File: config.mk
export PLATFORM = sky130hd
export DESIGN_NAME = adb_bypass_regs
export DESIGN_NICKNAME = d
export VERILOG_FILES = /design/src/adb_pkg.sv /design/src/adb_core_if.sv /design/src/adb_result_calc.sv /design/src/adb_result_mem.sv /design/src/adb_bypass_regs.sv
export SDC_FILE = /design/constraint.sdc
export NUM_CORES = 1
export LEC_CHECK = 0
export ABC_AREA = 1
export BUFFER_PORTS_ARGS = -buffer_cell sky130_fd_sc_hd__buf_2
export CORE_AREA = 2 2 157 159
export CTS_CLUSTER_SIZE = 30
export DETAILED_ROUTE_END_ITERATION = 8
export DIE_AREA = 0 0 159 161
export REMOVE_ABC_BUFFERS = 1
export SYNTH_ARGS = -nofsm -noshare
export SYNTH_HDL_FRONTEND = slang
export SYNTH_SLANG_ARGS = --single-unit
File: constraint.sdc
create_clock -name core_clk -period 3.6 [get_ports core_clk]
set_input_delay 0.72 -clock core_clk [delete_from_list [all_inputs] [get_ports core_clk]]
set_output_delay 0.72 -clock core_clk [all_outputs]
set_load 0.02 [all_outputs]
File: src/adb_pkg.sv
package adb_pkg;

   // ------------------------------------------------------------
   // Widths
   // ------------------------------------------------------------
   localparam int AW = 8;
   localparam int DW = 16;
   localparam int RW = 12;

   // ------------------------------------------------------------
   // Register offsets
   // ------------------------------------------------------------
   localparam logic [AW-1:0] OFS_LIMIT_FAIL_FLAGS    = 8'h23;
   localparam logic [AW-1:0] OFS_EXT_INPUT0_RESULT   = 8'h24;
   localparam logic [AW-1:0] OFS_EXT_INPUT1_RESULT   = 8'h25;
   localparam logic [AW-1:0] OFS_TEMPERATURE_RESULT  = 8'h26;
   localparam logic [AW-1:0] OFS_SELFDIAG_MUX_RESULT = 8'h27;
   localparam logic [AW-1:0] OFS_MEASURED_OFFSET     = 8'h28;
   localparam logic [AW-1:0] OFS_DAC_APPLIED_CODE    = 8'h2C;
   localparam logic [AW-1:0] OFS_RAW_RESULT          = 8'h2D;
   localparam logic [AW-1:0] OFS_BYPASS_CONTROL      = 8'h2E;

   // ------------------------------------------------------------
   // Field positions and reset values
   // ------------------------------------------------------------
   localparam int BIT_SUBSTITUTE_EN = 15;
   localparam int BIT_OVERRIDE_EN   = 14;
   localparam int BIT_GND_SAMPLE_DIS = 13;
   localparam int FLAG_LSB          = 1;
   localparam int FLAG_MSB          = 8;
   localparam logic [2:0] SD_LAST   = 3'h4;
   localparam logic [2:0] FIDX_EXT0 = 3'h0;
   localparam logic [2:0] FIDX_EXT1 = 3'h1;
   localparam logic [2:0] FIDX_TEMP = 3'h2;
   localparam logic [2:0] FIDX_SD0  = 3'h3;
   localparam logic [DW-1:0] RST_REG   = 16'h0000;
   localparam logic [RW-1:0] RST_FIELD = 12'h000;
   localparam logic [RW-1:0] RES_MAX   = 12'hFFF;

   typedef enum logic [1:0] {
      CH_EXT_INPUT0,
      CH_EXT_INPUT1,
      CH_TEMPERATURE,
      CH_SELFDIAG
   } adb_chan_t;

endpackage : adb_pkg

File: src/adb_core_if.sv
interface adb_core_if;
   import adb_pkg::*;
   logic [RW-1:0] rawRes;
   logic [RW-1:0] measOfs;
   logic [RW-1:0] bypData;
   logic [RW-1:0] limLo;
   logic [RW-1:0] limHi;
   logic          ofstEn;
   logic          dataEn;
   logic [RW-1:0] result;
   logic [RW-1:0] offsetUsed;
   logic          fail;
   logic          wrEn;
   logic [1:0]    wrAddr;
   logic [RW-1:0] wrData;
   logic [1:0]    rdAddr;
   logic [RW-1:0] rdData;

   modport top  (output rawRes, measOfs, bypData, limLo, limHi, ofstEn, dataEn,
                 output wrEn, wrAddr, wrData, rdAddr,
                 input  result, offsetUsed, fail, rdData);
   modport calc (input  rawRes, measOfs, bypData, limLo, limHi, ofstEn, dataEn,
                 output result, offsetUsed, fail);
   modport mem  (input  wrEn, wrAddr, wrData, rdAddr, output rdData);
endinterface : adb_core_if

File: src/adb_result_calc.sv
module adb_result_calc (
   adb_core_if.calc cif
);
   import adb_pkg::*;

   logic signed [13:0] diff;

   // ------------------------------------------------------------
   // Offset choice, correction and limit window
   // ------------------------------------------------------------
   always_comb begin
      cif.offsetUsed = cif.ofstEn ? cif.bypData : cif.measOfs;
      // Both offsets are signed; a negative offset raises the result
      diff = $signed({2'b00, cif.rawRes}) - $signed({{2{cif.offsetUsed[RW-1]}}, cif.offsetUsed});
      if (cif.dataEn) begin
         cif.result = cif.bypData;
      end else if (diff < 14'sd0) begin
         cif.result = RST_FIELD;
      end else if (diff > $signed({2'b00, RES_MAX})) begin
         cif.result = RES_MAX;
      end else begin
         cif.result = diff[RW-1:0];
      end
      cif.fail = (cif.result < cif.limLo) || (cif.result > cif.limHi);
   end

endmodule : adb_result_calc

File: src/adb_result_mem.sv
module adb_result_mem (
   input wire logic core_clk,
   input wire logic reset,
   adb_core_if.mem  mif
);
   import adb_pkg::*;

   typedef struct packed {
      logic [3:0][RW-1:0] word;
      logic [RW-1:0]      rdData;
   } adb_mem_state_t;

   adb_mem_state_t st_q;
   adb_mem_state_t st_d;

   // ------------------------------------------------------------
   // Channel read-back store
   // ------------------------------------------------------------
   always_comb begin
      st_d = st_q;
      // Read sees the old word when it hits a same-cycle write
      st_d.rdData = st_q.word[mif.rdAddr];
      if (mif.wrEn) begin
         st_d.word[mif.wrAddr] = mif.wrData;
      end
   end

   always_ff @(posedge core_clk) begin
      if (reset) begin
         st_q <= '0;
      end else begin
         st_q <= st_d;
      end
   end

   assign mif.rdData = st_q.rdData;

endmodule : adb_result_mem

File: src/adb_bypass_regs.sv
module adb_bypass_regs (
   input  wire logic                      core_clk,
   input  wire logic                      reset,
   input  wire logic [adb_pkg::AW-1:0]    regAddr,
   input  wire logic                      regWrEn,
   input  wire logic [adb_pkg::DW-1:0]    regWrData,
   input  wire logic                      regRdEn,
   output      logic [adb_pkg::DW-1:0]    regRdData,
   output      logic                      regRdValid,
   input  wire logic                      convDone,
   input  wire adb_pkg::adb_chan_t        convChannel,
   input  wire logic [2:0]                selfDiagSelect,
   input  wire logic [adb_pkg::RW-1:0]    convRaw,
   input  wire logic [adb_pkg::RW-1:0]    limitLow,
   input  wire logic [adb_pkg::RW-1:0]    limitHigh,
   input  wire logic                      measOffsetValid,
   input  wire logic [adb_pkg::RW-1:0]    measOffset,
   input  wire logic [adb_pkg::DW-1:0]    dacCode,
   input  wire logic                      adcBusy,
   output      logic                      groundSampleEn,
   output      logic [adb_pkg::RW-1:0]    offsetInUse
);
   import adb_pkg::*;

   typedef struct packed {
      logic [FLAG_MSB-FLAG_LSB:0] flags;
      logic [RW-1:0]              rawRes;
      logic [RW-1:0]              measOfs;
      logic [DW-1:0]              dac;
      logic [RW-1:0]              bypData;
      logic                       dataEn;
      logic                       ofstEn;
      logic                       gndDis;
      logic                       rdPend;
      logic [AW-1:0]              rdSel;
      logic                       rdValid;
      logic [DW-1:0]              rdData;
      logic                       gndSample;
      logic [RW-1:0]              ofsUse;
   } adb_top_state_t;

   adb_top_state_t st_q;
   adb_top_state_t st_d;

   adb_core_if cif ();

   logic [2:0] fIdx;
   logic       fHit;

   // ------------------------------------------------------------
   // Correction unit and read-back store
   // ------------------------------------------------------------
   adb_result_calc uCalc (
      .cif (cif.calc)
   );

   adb_result_mem uMem (
      .core_clk (core_clk),
      .reset    (reset),
      .mif      (cif.mem)
   );

   // ------------------------------------------------------------
   // Next state
   // ------------------------------------------------------------
   always_comb begin
      st_d = st_q;
      fIdx = FIDX_EXT0;
      fHit = 1'b0;

      cif.rawRes  = convRaw;
      cif.measOfs = st_q.measOfs;
      cif.bypData = st_q.bypData;
      cif.limLo   = limitLow;
      cif.limHi   = limitHigh;
      cif.ofstEn  = st_q.ofstEn;
      // Stored bit is already cleared when both are set; the mask also covers it
      cif.dataEn  = st_q.dataEn & ~st_q.ofstEn;
      cif.wrEn    = convDone;
      cif.wrAddr  = convChannel;
      cif.wrData  = cif.result;
      cif.rdAddr  = 2'(regAddr - OFS_EXT_INPUT0_RESULT);

      // Offset is only updated by its own measurement strobe
      if (measOffsetValid) begin
         st_d.measOfs = measOffset;
      end
      st_d.dac = dacCode;

      if (convDone) begin
         st_d.rawRes = convRaw;
         case (convChannel)
            CH_EXT_INPUT0: begin
               fIdx = FIDX_EXT0;
               fHit = 1'b1;
            end
            CH_EXT_INPUT1: begin
               fIdx = FIDX_EXT1;
               fHit = 1'b1;
            end
            CH_TEMPERATURE: begin
               fIdx = FIDX_TEMP;
               fHit = 1'b1;
            end
            CH_SELFDIAG: begin
               // Selector codes beyond the last source have no flag
               fIdx = FIDX_SD0 + selfDiagSelect;
               fHit = (selfDiagSelect <= SD_LAST);
            end
            default: begin
               fHit = 1'b0;
            end
         endcase
         if (fHit) begin
            st_d.flags[fIdx] = cif.fail;
         end
      end

      if (regWrEn && regAddr == OFS_BYPASS_CONTROL) begin
         st_d.bypData = regWrData[RW-1:0];
         st_d.gndDis  = regWrData[BIT_GND_SAMPLE_DIS];
         st_d.ofstEn  = regWrData[BIT_OVERRIDE_EN];
         // Guards against the software misuse of setting both
         st_d.dataEn  = regWrData[BIT_SUBSTITUTE_EN] & ~regWrData[BIT_OVERRIDE_EN];
      end

      st_d.gndSample = adcBusy & ~st_q.gndDis;
      st_d.ofsUse    = cif.offsetUsed;

      // Two-stage read: store output is registered, then the mux is
      st_d.rdPend  = regRdEn;
      st_d.rdSel   = regAddr;
      st_d.rdValid = st_q.rdPend;
      if (st_q.rdPend) begin
         case (st_q.rdSel)
            OFS_LIMIT_FAIL_FLAGS: begin
               st_d.rdData = {7'h00, st_q.flags, 1'b0};
            end
            OFS_EXT_INPUT0_RESULT: begin
               st_d.rdData = {4'h0, cif.rdData};
            end
            OFS_EXT_INPUT1_RESULT: begin
               st_d.rdData = {4'h0, cif.rdData};
            end
            OFS_TEMPERATURE_RESULT: begin
               st_d.rdData = {4'h0, cif.rdData};
            end
            OFS_SELFDIAG_MUX_RESULT: begin
               st_d.rdData = {4'h0, cif.rdData};
            end
            OFS_MEASURED_OFFSET: begin
               st_d.rdData = {4'h0, st_q.measOfs};
            end
            OFS_DAC_APPLIED_CODE: begin
               st_d.rdData = st_q.dac;
            end
            OFS_RAW_RESULT: begin
               st_d.rdData = {4'h0, st_q.rawRes};
            end
            OFS_BYPASS_CONTROL: begin
               st_d.rdData = {st_q.dataEn, st_q.ofstEn, st_q.gndDis, 1'b0, st_q.bypData};
            end
            default: begin
               st_d.rdData = RST_REG;
            end
         endcase
      end
   end

   // ------------------------------------------------------------
   // State register
   // ------------------------------------------------------------
   always_ff @(posedge core_clk) begin
      if (reset) begin
         st_q <= '0;
      end else begin
         st_q <= st_d;
      end
   end

   assign regRdData      = st_q.rdData;
   assign regRdValid     = st_q.rdValid;
   assign groundSampleEn = st_q.gndSample;
   assign offsetInUse    = st_q.ofsUse;
endmodule : adb_bypass_regs

## Yosys cells after proc, flatten, opt, wreduce, memory -nomap -nowiden

Cells that the tools add are included.

| word-level totals | value |
|---|---|
| flip-flop bits (word level) | 162 |
| bits in latches | 0 |
| bits in writable memories | 0 |
| memory bits (read-only) | 0 |
| input bits | 100 |
| output and inout bits | 30 |
| logic and storage cells | 76 |
| memories kept | 0 |

| cells by class | value |
|---|---|
| $add $sub $neg | 3 |
| multiply operators | 0 |
| div/mod/pow operators | 0 |
| magnitude comparators | 10 |
| eq/ne operators | 13 |
| shifts and indexed selects | 0 |
| muxes and demuxes | 17 |
| bitwise logic cells | 6 |
| reduce and logical (&&, ||, !) cells | 8 |

Operator list:

| cell | number |
|---|---|
| 16-bit case mux with 6 select lines | 1 |
| 8-bit by 6-bit == test with 1-bit output, second input constant | 10 |
| 12-bit two-way mux | 6 |
| 48-bit bitwise mux | 1 |
| 12-bit binary-select mux with 2-bit select | 1 |
| 12-bit demux with 2-bit select | 1 |
| 14-bit by 13-bit greater-than comparator with 1-bit output, second input constant | 1 |
| 14-bit by 1-bit < comparator with 1-bit output, second input constant | 1 |
| 13-bit by 12-bit subtractor with 14-bit output | 1 |
| 12-bit greater-than comparator | 1 |
| 12-bit < comparator | 1 |
| 3-bit case mux with 4 select lines | 1 |
| 8-bit bitwise mux | 1 |
| 2-bit by 3-bit < comparator with 1-bit output, second input constant | 2 |
| 2-bit == test, second input constant | 2 |
| 3-bit by 4-bit < comparator with 1-bit output, second input constant | 1 |
| 4-bit OR reduction | 1 |
| 2-bit by 3-bit adder with 3-bit output, first input constant | 1 |
| 1-bit bitwise AND | 3 |
| 1-bit demux with 3-bit select | 1 |
| 3-bit by 1-bit >= comparator with 1-bit output, second input constant | 1 |
| 3-bit less-or-equal comparator, second input constant | 1 |
| 1-bit logical AND | 3 |
| 3-bit two-way mux | 1 |
| 10 further kinds | 13 |

## Depth between registers and ports, before layout

Gate-level depths: netlist (run 1).

| depth | value |
|---|---|
| word-level depth | 9 |
| depth in mapped cells | 29 |

## Modules after synthesis

A second synthesis (run 1) with hierarchy kept.

| second synthesis, totals | value |
|---|---|
| cells, all modules | 1,254 |
| area, all modules | 8,680.8 um2 |

Modules (own cells, without submodules):

| module | times used | cells each | area each (um2) | sequential area each (um2) |
|---|---|---|---|---|
| adb_bypass_regs | 1 | 603 | 4,380.5 | 2,042.0 |
| adb_result_mem | 1 | 384 | 2,665.1 | 1,201.2 |
| adb_result_calc | 1 | 267 | 1,635.3 | 0.0 |

## Worst setup path before layout (run 1)

OpenSTA, ideal clock, no wires.

| timing path | value |
|---|---|
| path kind | register to register |
| from | register st_q (netlist bit cif.ofstEn) |
| to | register st_q[101] in the netlist's numbering |
| library setup time | 0.109 ns |
| data arrival time | 3.607 ns |
| data required time | 3.491 ns |
| slack | -0.116 ns |
| stages on the path, launching flop included | 26 |
| buffers on the path | 2 |
| clock period less this slack | 3.716 ns |
| path through | dfxtp_1 > clkbuf_1 > nand2_1 > nand2_1 > ha_1 > inv_1 > fa_1 > nand2_1 > nand3_1 > inv_2 > nor2_4 > inv_2 > nor2_1 > nor2_1 > nand2_1 > nand2_1 > inv_1 > buf_6 > o21ai_1 > o21ai_2 > ha_1 > nand4_1 > o41ai_4 > nand3_1 > nand2_1 > inv_1 |

| on the way | value |
|---|---|
| word-level cells in the longest chain between the ends | 9 |
| elaborated cells on any way between the ends | 13 |

RTL lines:

| item | RTL line | RTL |
|---|---|---|
| start: declaration | adb_bypass_regs.sv:42 | `adb_top_state_t st_q;` |
| start signal: assignment | adb_bypass_regs.sv:177 | `st_q <= st_d;` |
| 12-bit two-way mux (*) | adb_result_calc.sv:12 | `cif.offsetUsed = cif.ofstEn ? cif.bypData : cif.measOfs;` |
| named net cif.offsetUsed[0] | adb_core_if.sv:11 | `logic [RW-1:0] offsetUsed;` |
| 13-bit by 12-bit subtractor with 14-bit output (*) | adb_result_calc.sv:14 | `diff = $signed({2'b00, cif.rawRes}) - $signed({{2{cif.offsetUsed[RW-1]}}, cif.offsetUsed});` |
| 14-bit by 13-bit greater-than comparator with 1-bit output | adb_result_calc.sv:19 | `end else if (diff > $signed({2'b00, RES_MAX})) begin` |
| 12-bit two-way mux | adb_result_calc.sv:19 |  |
| 12-bit two-way mux (*) | adb_result_calc.sv:17 | `end else if (diff < 14'sd0) begin` |
| 12-bit two-way mux (*) | adb_result_calc.sv:15 | `if (cif.dataEn) begin` |
| named net cif.result[10] | adb_core_if.sv:10 | `logic [RW-1:0] result;` |
| 12-bit < comparator / 12-bit greater-than comparator (equally long branches) | adb_result_calc.sv:24 | `cif.fail = (cif.result < cif.limLo) \|\| (cif.result > cif.limHi);` |
| 1-bit logical OR (*) | adb_result_calc.sv:24 |  |
| 8-bit bitwise mux (*) | adb_bypass_regs.sv:115 | `st_d.flags[fIdx] = cif.fail;` |

Mark *: on every way through the listed nets, which the timed path passes. The rest lies on a longest branch.
A chain may end at the register's enable or synchronous reset.

## Worst setup path after layout (run 1)

| timing path | value |
|---|---|
| from | register st_q (netlist bit cif.ofstEn) |
| to | register st_q[100] in the netlist's numbering |

| on the way | value |
|---|---|
| word-level cells in the longest chain between the ends | 9 |
| elaborated cells on any way between the ends | 13 |

RTL lines:

| item | RTL line |
|---|---|
| 12-bit two-way mux | adb_result_calc.sv:12 |
| 13-bit by 12-bit subtractor with 14-bit output | adb_result_calc.sv:14 |
| 14-bit by 13-bit greater-than comparator with 1-bit output | adb_result_calc.sv:19 |
| 12-bit two-way mux | adb_result_calc.sv:19 |
| 12-bit two-way mux | adb_result_calc.sv:17 |
| 12-bit two-way mux (*) | adb_result_calc.sv:15 |
| named net cif.result[8] | adb_core_if.sv:10 |
| 12-bit < comparator / 12-bit greater-than comparator (equally long branches) | adb_result_calc.sv:24 |
| 1-bit logical OR (*) | adb_result_calc.sv:24 |
| 8-bit bitwise mux (*) | adb_bypass_regs.sv:115 |

Marked as above.

==> results of run 1 <==
## through the flow
step | setup WS [ns] | power (mW) | utilization | TNS [ns] | area, um^2
3_3_place_gp | -0.401 | 2.90 | 0.393 | -3.15 | 9410
4_1_cts | -0.0870 | 4.77 | 0.428 | -0.622 | 10300
6_report | -0.183 | 4.79 | 0.435 | -1.42 | 10400
3_5_place_dp | -0.485 | 2.91 | 0.393 | -3.82 | 9410
5_1_grt | -0.424 | 5.02 | 0.435 | -3.19 | 10400
2_1_floorplan | -0.124 | 2.48 | - | -0.991 | 7800
## worst paths after layout
path / from / end / slack (ns) / depth (start not counted)
setup / recovery: cif.ofstEn / st_q[100] / -0.18 / 23
hold / removal: st_q[90] / st_q[90] / 0.46 / 2
setup reg to reg: cif.ofstEn / st_q[100] / -0.18 / 23
hold reg to reg: st_q[90] / st_q[90] / 0.46 / 2
## cell families after synthesis
group                      Yosys count  share of synthesized area
AOI/OAI and AO/OA                  319                      0.224
xor gates and xnor gates            10                     0.0107
adders and majority gates           41                     0.0634
buffers and inverters              316                      0.159
DFF                                162                      0.395
and+or+nand+nor                    291                      0.149
## final cells by class
type / instances / area share
well taps: 324 / 0.0389
flip-flops and latches: 162 / 0.311
repair buffers: 211 / 0.131
clock buffers: 20 / 0.0438
repair inverters: 1 / 0.000720
diodes: 2 / 0.000480
multi-input cells: 661 / 0.376
inverters: 239 / 0.0875
clock inverters: 10 / 0.0107
## synth_stat cells (3+ instances only)
| cell | number | area, um^2 |
|---|---|---|
| dfxtp_1 | 162 | 3240 |
| ha_1 | 40 | 500 |
| a31oi_1 | 5 | 31.3 |
| nand2_1 | 130 | 488 |
| a211oi_1 | 3 | 22.5 |
| a21oi_1 | 112 | 561 |
| o2111ai_1 | 7 | 61.3 |
| buf_2 | 3 | 15.0 |
| nand4_1 | 4 | 25.0 |
| clkbuf_1 | 45 | 169 |
| o21ai_2 | 14 | 123 |
| o221ai_1 | 4 | 35.0 |
| o211ai_1 | 20 | 150 |
| buf_4 | 28 | 210 |
| inv_1 | 236 | 886 |
| a221oi_1 | 7 | 61.3 |
| nor3_1 | 4 | 20.0 |
| nor2_1 | 109 | 409 |
| o21ai_0 | 87 | 435 |
| nand3_1 | 28 | 140 |
| xor2_1 | 6 | 52.6 |
| o21ai_1 | 49 | 245 |
| xnor2_1 | 4 | 35.0 |
| nand2_2 | 5 | 31.3 |
## routing by layer
metal	GRT usage	vias to the layer above
met5	0	-
met4	0.0649	0
met3	0.0390	33
met2	0.305	232
met1	0.259	3551
li1	-	3932
## where the power goes
group          internal [mW]  switching, mW  total [mW]
combinational          0.453          0.632        1.08
clock                   1.04          0.740        1.78
sequential              1.88         0.0380        1.92
total                   3.38           1.41        4.79
## registers in the layout, indices dropped and copies added, names as in the netlist
| name | count |
|---|---|
| uMem.mif.rdData | 12 |
| st_d | 1 |
| cif.ofstEn | 1 |
| cif.measOfs | 12 |
| offsetInUse | 12 |
| regRdData | 16 |
| groundSampleEn | 1 |
| cif.bypData | 12 |
| uMem.st_q | 48 |
| regRdValid | 1 |
| st_q | 46 |
## worst register-to-register path, stage by stage, from the launching register on
cell        delay [ns]
dfxtp_4           0.39
buf_12            0.16
o21ai_2           0.20
ha_4              0.24
a21oi_1           0.25
nand2_2           0.13
a21oi_4           0.24
nand2_4           0.08
nand2_4           0.09
nand2_2           0.07
nand2_4           0.09
clkinvlp_4        0.13
buf_6             0.14
o21ai_2           0.13
o21ai_2           0.08
ha_1              0.29
nand4_1           0.14
buf_4             0.18
o211ai_1          0.25
o41ai_4           0.13
buf_6             0.17
nand3_2           0.06
nand2_1           0.05
inv_1             0.05
## timing repair
action,CTS,global route
pin swaps,27,23
resized for setup,54,29
endpoints found under the setup margin,8,8
gates cloned,3,0
buffers inserted,7,5
==> run metrics, run 1 <==
Min-Delay Path Class reg -> reg; RSZ-0062 raised after global routing yes; most frequent cells in the layout inv_1 (233), dfxtp_1 (161), buf_2 (127), nand2_1 (115), a21oi_1 (111); Final period util 1.05; CTS root buffer clkbuf_16; worst slew pin tran just under 1 ns; Max-cap violations 0; vias in the first global route 7229; #FFs+latches synth approximately 160; Filler cells about 2500; row count 57; die height roughly 160 um; area of the multi-input gates around 0.004 mm^2; peak supply drop roughly 0.27 mV; Skew-Pair Late Insertion Delay 0.44 ns; outcome finished with violations; pin count of the biggest net entering global routing 76; Initial Util 0.343; Detail Route Antenna Nets 0; routed wl met2 about 11000 um; CP delay by family, top compound AO/OA/AOI/OAI gates; Vias/cell 4.75; Cell Pwr Density about 460 mW/mm^2; clock sink total between 150 and 200; most common cell after layout, fill and taps aside inv_1; Leak between 5 and 6 nW; Main synth FF type dfxtp_1; DRC violations left 0; Worst-path clk slew ~0.06 ns; top sig layer met4; final setup violating endpoints 8; wl on met1 between 10000 and 15000 um; violated checks setup timing; slew margin rel. 0.345; # port buffers ~130; initial antenna violation count 1; fin cells between 1500 and 2000; clk_skew 0.0125 ns; hold_buf cts 0; Final min period about 3.8 ns; Netlist cell types 45; initial DRC count just over 600; Tot GR Track Use 0.191; mean post-synth cell area 7.21 um^2; DR WL/cell about 15 um; total core area 0.0240 mm^2; FF+latch area 0.00325 mm^2; CP Buf/Inv Count 6; CTS buffer count 17; grt total ovfl 0; crit path capture type register; WS Path Type reg -> reg; IO Pins 130; Max Freq between 200 and 300 MHz; CP Max Fanout 8; TritonCTS clock tree built; mapped cell area 0.00821 mm^2; Via Count a little under 8000; GP Congestion 0.892; Hold WS between 0.4 and 0.5 ns; die area ~0.026 mm^2; H-tree depth 4; area delta synth->final 27.1%; crit-path cells buf_12, o21ai_2, ha_4, a21oi_1, nand2_2, a21oi_4, nand2_4, nand2_4, nand2_2, nand2_4, clkinvlp_4, buf_6, o21ai_2, o21ai_2, ha_1, nand4_1, buf_4, o211ai_1, o41ai_4, buf_6, nand3_2, nand2_1, inv_1; die width about 160 um; Post-synth EDFFs 0; placed cell count 1583; CP peak stage delay approximately 0.4 ns; startpoint types register; max-slew violation count 0; Max clock buf depth 2; Async SR Flop Fraction 0; met3 wire length between 1500 and 2000 um; register area share after synthesis 0.395; yosys warns 0; CP required ~4.0 ns; worst path arrival time ~4.2 ns; Final WS setup -0.183 ns; cell count after synthesis approximately 1100; Detailed Place HPWL around 18000 um; final WL approximately 25000 um; fin nets roughly 1400; first-pass GRT wire length roughly 38000 um; Final Hold Vio Count 0; CP max stage cell dfxtp_4; share of layout cells above drive strength 1 0.248; Pre-antenna DRT Iters 5
Note: power is estimated with default switching activity, not from simulation.
==> run 2: changes to the inputs <==
BUFFER_PORTS_ARGS = -buffer_cell sky130_fd_sc_hd__buf_4   (was -buffer_cell sky130_fd_sc_hd__buf_2)
HOLD_SLACK_MARGIN = 0.03   (was default)
==> run 2 against run 1 <==
Net effect:
- the run still ends with setup timing left
- combinational power is 4% higher
- critical endpoint is now st_q[98]
- largest cell class unchanged
- sequential share of layout area shrank 1.1 points
- cell area rose by 3.7%
==> run metrics, run 2 (same netlist as run 1, synthesis figures left out) <==
clk_skew roughly 0.010 ns; IO Pins 130; Initial Util 0.343; pin count of the biggest net entering global routing 42; Min-Delay Path Class reg -> reg; Placed Area a little under 0.01 mm^2; outcome finished with violations; initial DRC count approximately 550; WS Path Type reg -> reg; GP Congestion between 0.8 and 0.9; Largest register FFs 48; Max clock buf depth 2; worst path arrival time 4.01 ns; Vias/cell 4.71; CTS root buffer clkbuf_16; FF+latch area roughly 0.0032 mm^2; TritonCTS clock tree built; share of layout cells above drive strength 1 0.258; Final period util 1.02; Filler cells ~2500; cell area after layout about 0.011 mm^2; max-slew violation count 0; Leak roughly 5.2 nW; peak supply drop 0.194 mV; Detailed Place HPWL ~18000 um; CTS buffer count 17; worst slew pin tran 1.01 ns; clock sink total between 150 and 200; vias in the first global route between 7000 and 8000; final setup violating endpoints 8; Max-cap violations 0; Final Hold Vio Count 0; final core utilization 0.451; crit path capture type register; most common cell after layout, fill and taps aside inv_1; diode count 0; slew margin rel. 0.328; die height 161 um; placed cell count roughly 1600; Worst-path clk slew roughly 0.070 ns; Cell Pwr Density approximately 440 mW/mm^2; fin cells 1646; Tot GR Track Use 0.190; CP Max Fanout 11; # port buffers 128; Final min period ~3.7 ns; row count 57; startpoint types register; Final WS setup -0.0845 ns; Pre-antenna DRT Iters 5; Max Freq 271 MHz; first-pass GRT wire length about 38000 um; Skew-Pair Late Insertion Delay about 0.43 ns; grt total ovfl 0; H-tree depth 4; Biggest register uMem.st_q; Fin Setup TNS -0.622 ns; die width between 150 and 200 um; DRC violations left 0; total core area roughly 0.024 mm^2; final WL about 24000 um; most frequent cells in the layout inv_1 (233), buf_4 (220), dfxtp_1 (161), nand2_1 (123); RSZ-0062 raised after global routing yes; fin nets between 1000 and 1500; violated checks setup timing; area delta synth->final 31.8%; area of the multi-input gates 0.00392 mm^2; DR WL/cell ~15 um; Detail Route Antenna Nets 0; Hold WS between 0.4 and 0.5 ns; CP required between 3 and 4 ns; Via Count 7754; die area 0.0256 mm^2; initial antenna violation count 0
run 2: changes by cell type in the layout (fill, tap and decap cells not counted), moves of 5 or more:
| cell | previous run | this run |
|---|---|---|
| buf_2 | 127 | 0 |
| o21ai_1 | 51 | 43 |
| a21oi_2 | 1 | 6 |
| nand2_1 | 115 | 123 |
| buf_4 | 75 | 220 |
run 2: cell type report:
cell class | count | share of cell area
clock buffers | 20 | 0.0413
repair buffers | 228 | 0.165
flip-flops and latches | 162 | 0.300
clock inverters | 12 | 0.00995
multi-input cells | 661 | 0.362
well taps | 324 | 0.0375
inverters | 239 | 0.0836
run 2: through the flow:
step	total power, mW	setup WS [ns]
2_1_floorplan	2.48	-0.124
3_3_place_gp	2.94	-0.361
3_5_place_dp	2.95	-0.453
4_1_cts	4.74	-0.0125
5_1_grt	4.99	-0.322
6_report	4.76	-0.0845
run 2: path summary, 6_finish.rpt:
path / slack [ns] / start / end / cells past startpoint
max: -0.08 / cif.ofstEn / st_q[98] / 26
min: 0.46 / st_q[87] / st_q[87] / 2
max reg2reg: -0.08 / cif.ofstEn / st_q[98] / 26
min reg2reg: 0.46 / st_q[87] / st_q[87] / 2
run 2: timing repair:
item                                    CTS  global route
endpoints found under the setup margin    8             8
cloned                                    1             1
buffers inserted                          7             6
pin swaps                                25            31
resized for setup                        51            25
hold buffers                              0             0
run 2: worst max-delay path, stage by stage, from the launching register on:
cell and delay (ns):
dfxtp_4 0.37, buf_12 0.13, buf_16 0.15, nand2_1 0.08, o21ai_2 0.07, ha_1 0.33
nand2_1 0.08, nand2_1 0.07, nand2_1 0.08, nand2_1 0.07, a21oi_2 0.15, nand3_2 0.12
buf_6 0.14, a21oi_4 0.18, buf_6 0.15, o21ai_1 0.07, o21ai_2 0.12, ha_1 0.29
nand4_1 0.12, nor2_1 0.05, a21oi_1 0.15, o211ai_1 0.14, o41ai_4 0.09, buf_6 0.18
nand3_2 0.07, nand2_1 0.08, inv_1 0.04
run 2: metal layers:
| layer | vias up | wire, um | share of wire | GRT usage |
|---|---|---|---|---|
| li1 | 3965 | - | - | - |
| met1 | 3540 | 11300 | 0.46 | 0.256 |
| met2 | 214 | 11200 | 0.46 | 0.307 |
| met3 | 35 | 1420 | 0.058 | 0.0395 |
| met4 | 0 | 465 | 0.019 | 0.0591 |
| met5 | - | 0 | 0 | 0 |
run 2: power by group:
part           internal [mW]  switching, mW  total, mW
clock network          0.970          0.751       1.72
registers               1.88         0.0397       1.92
logic                  0.497          0.622       1.12
total                   3.35           1.41       4.76
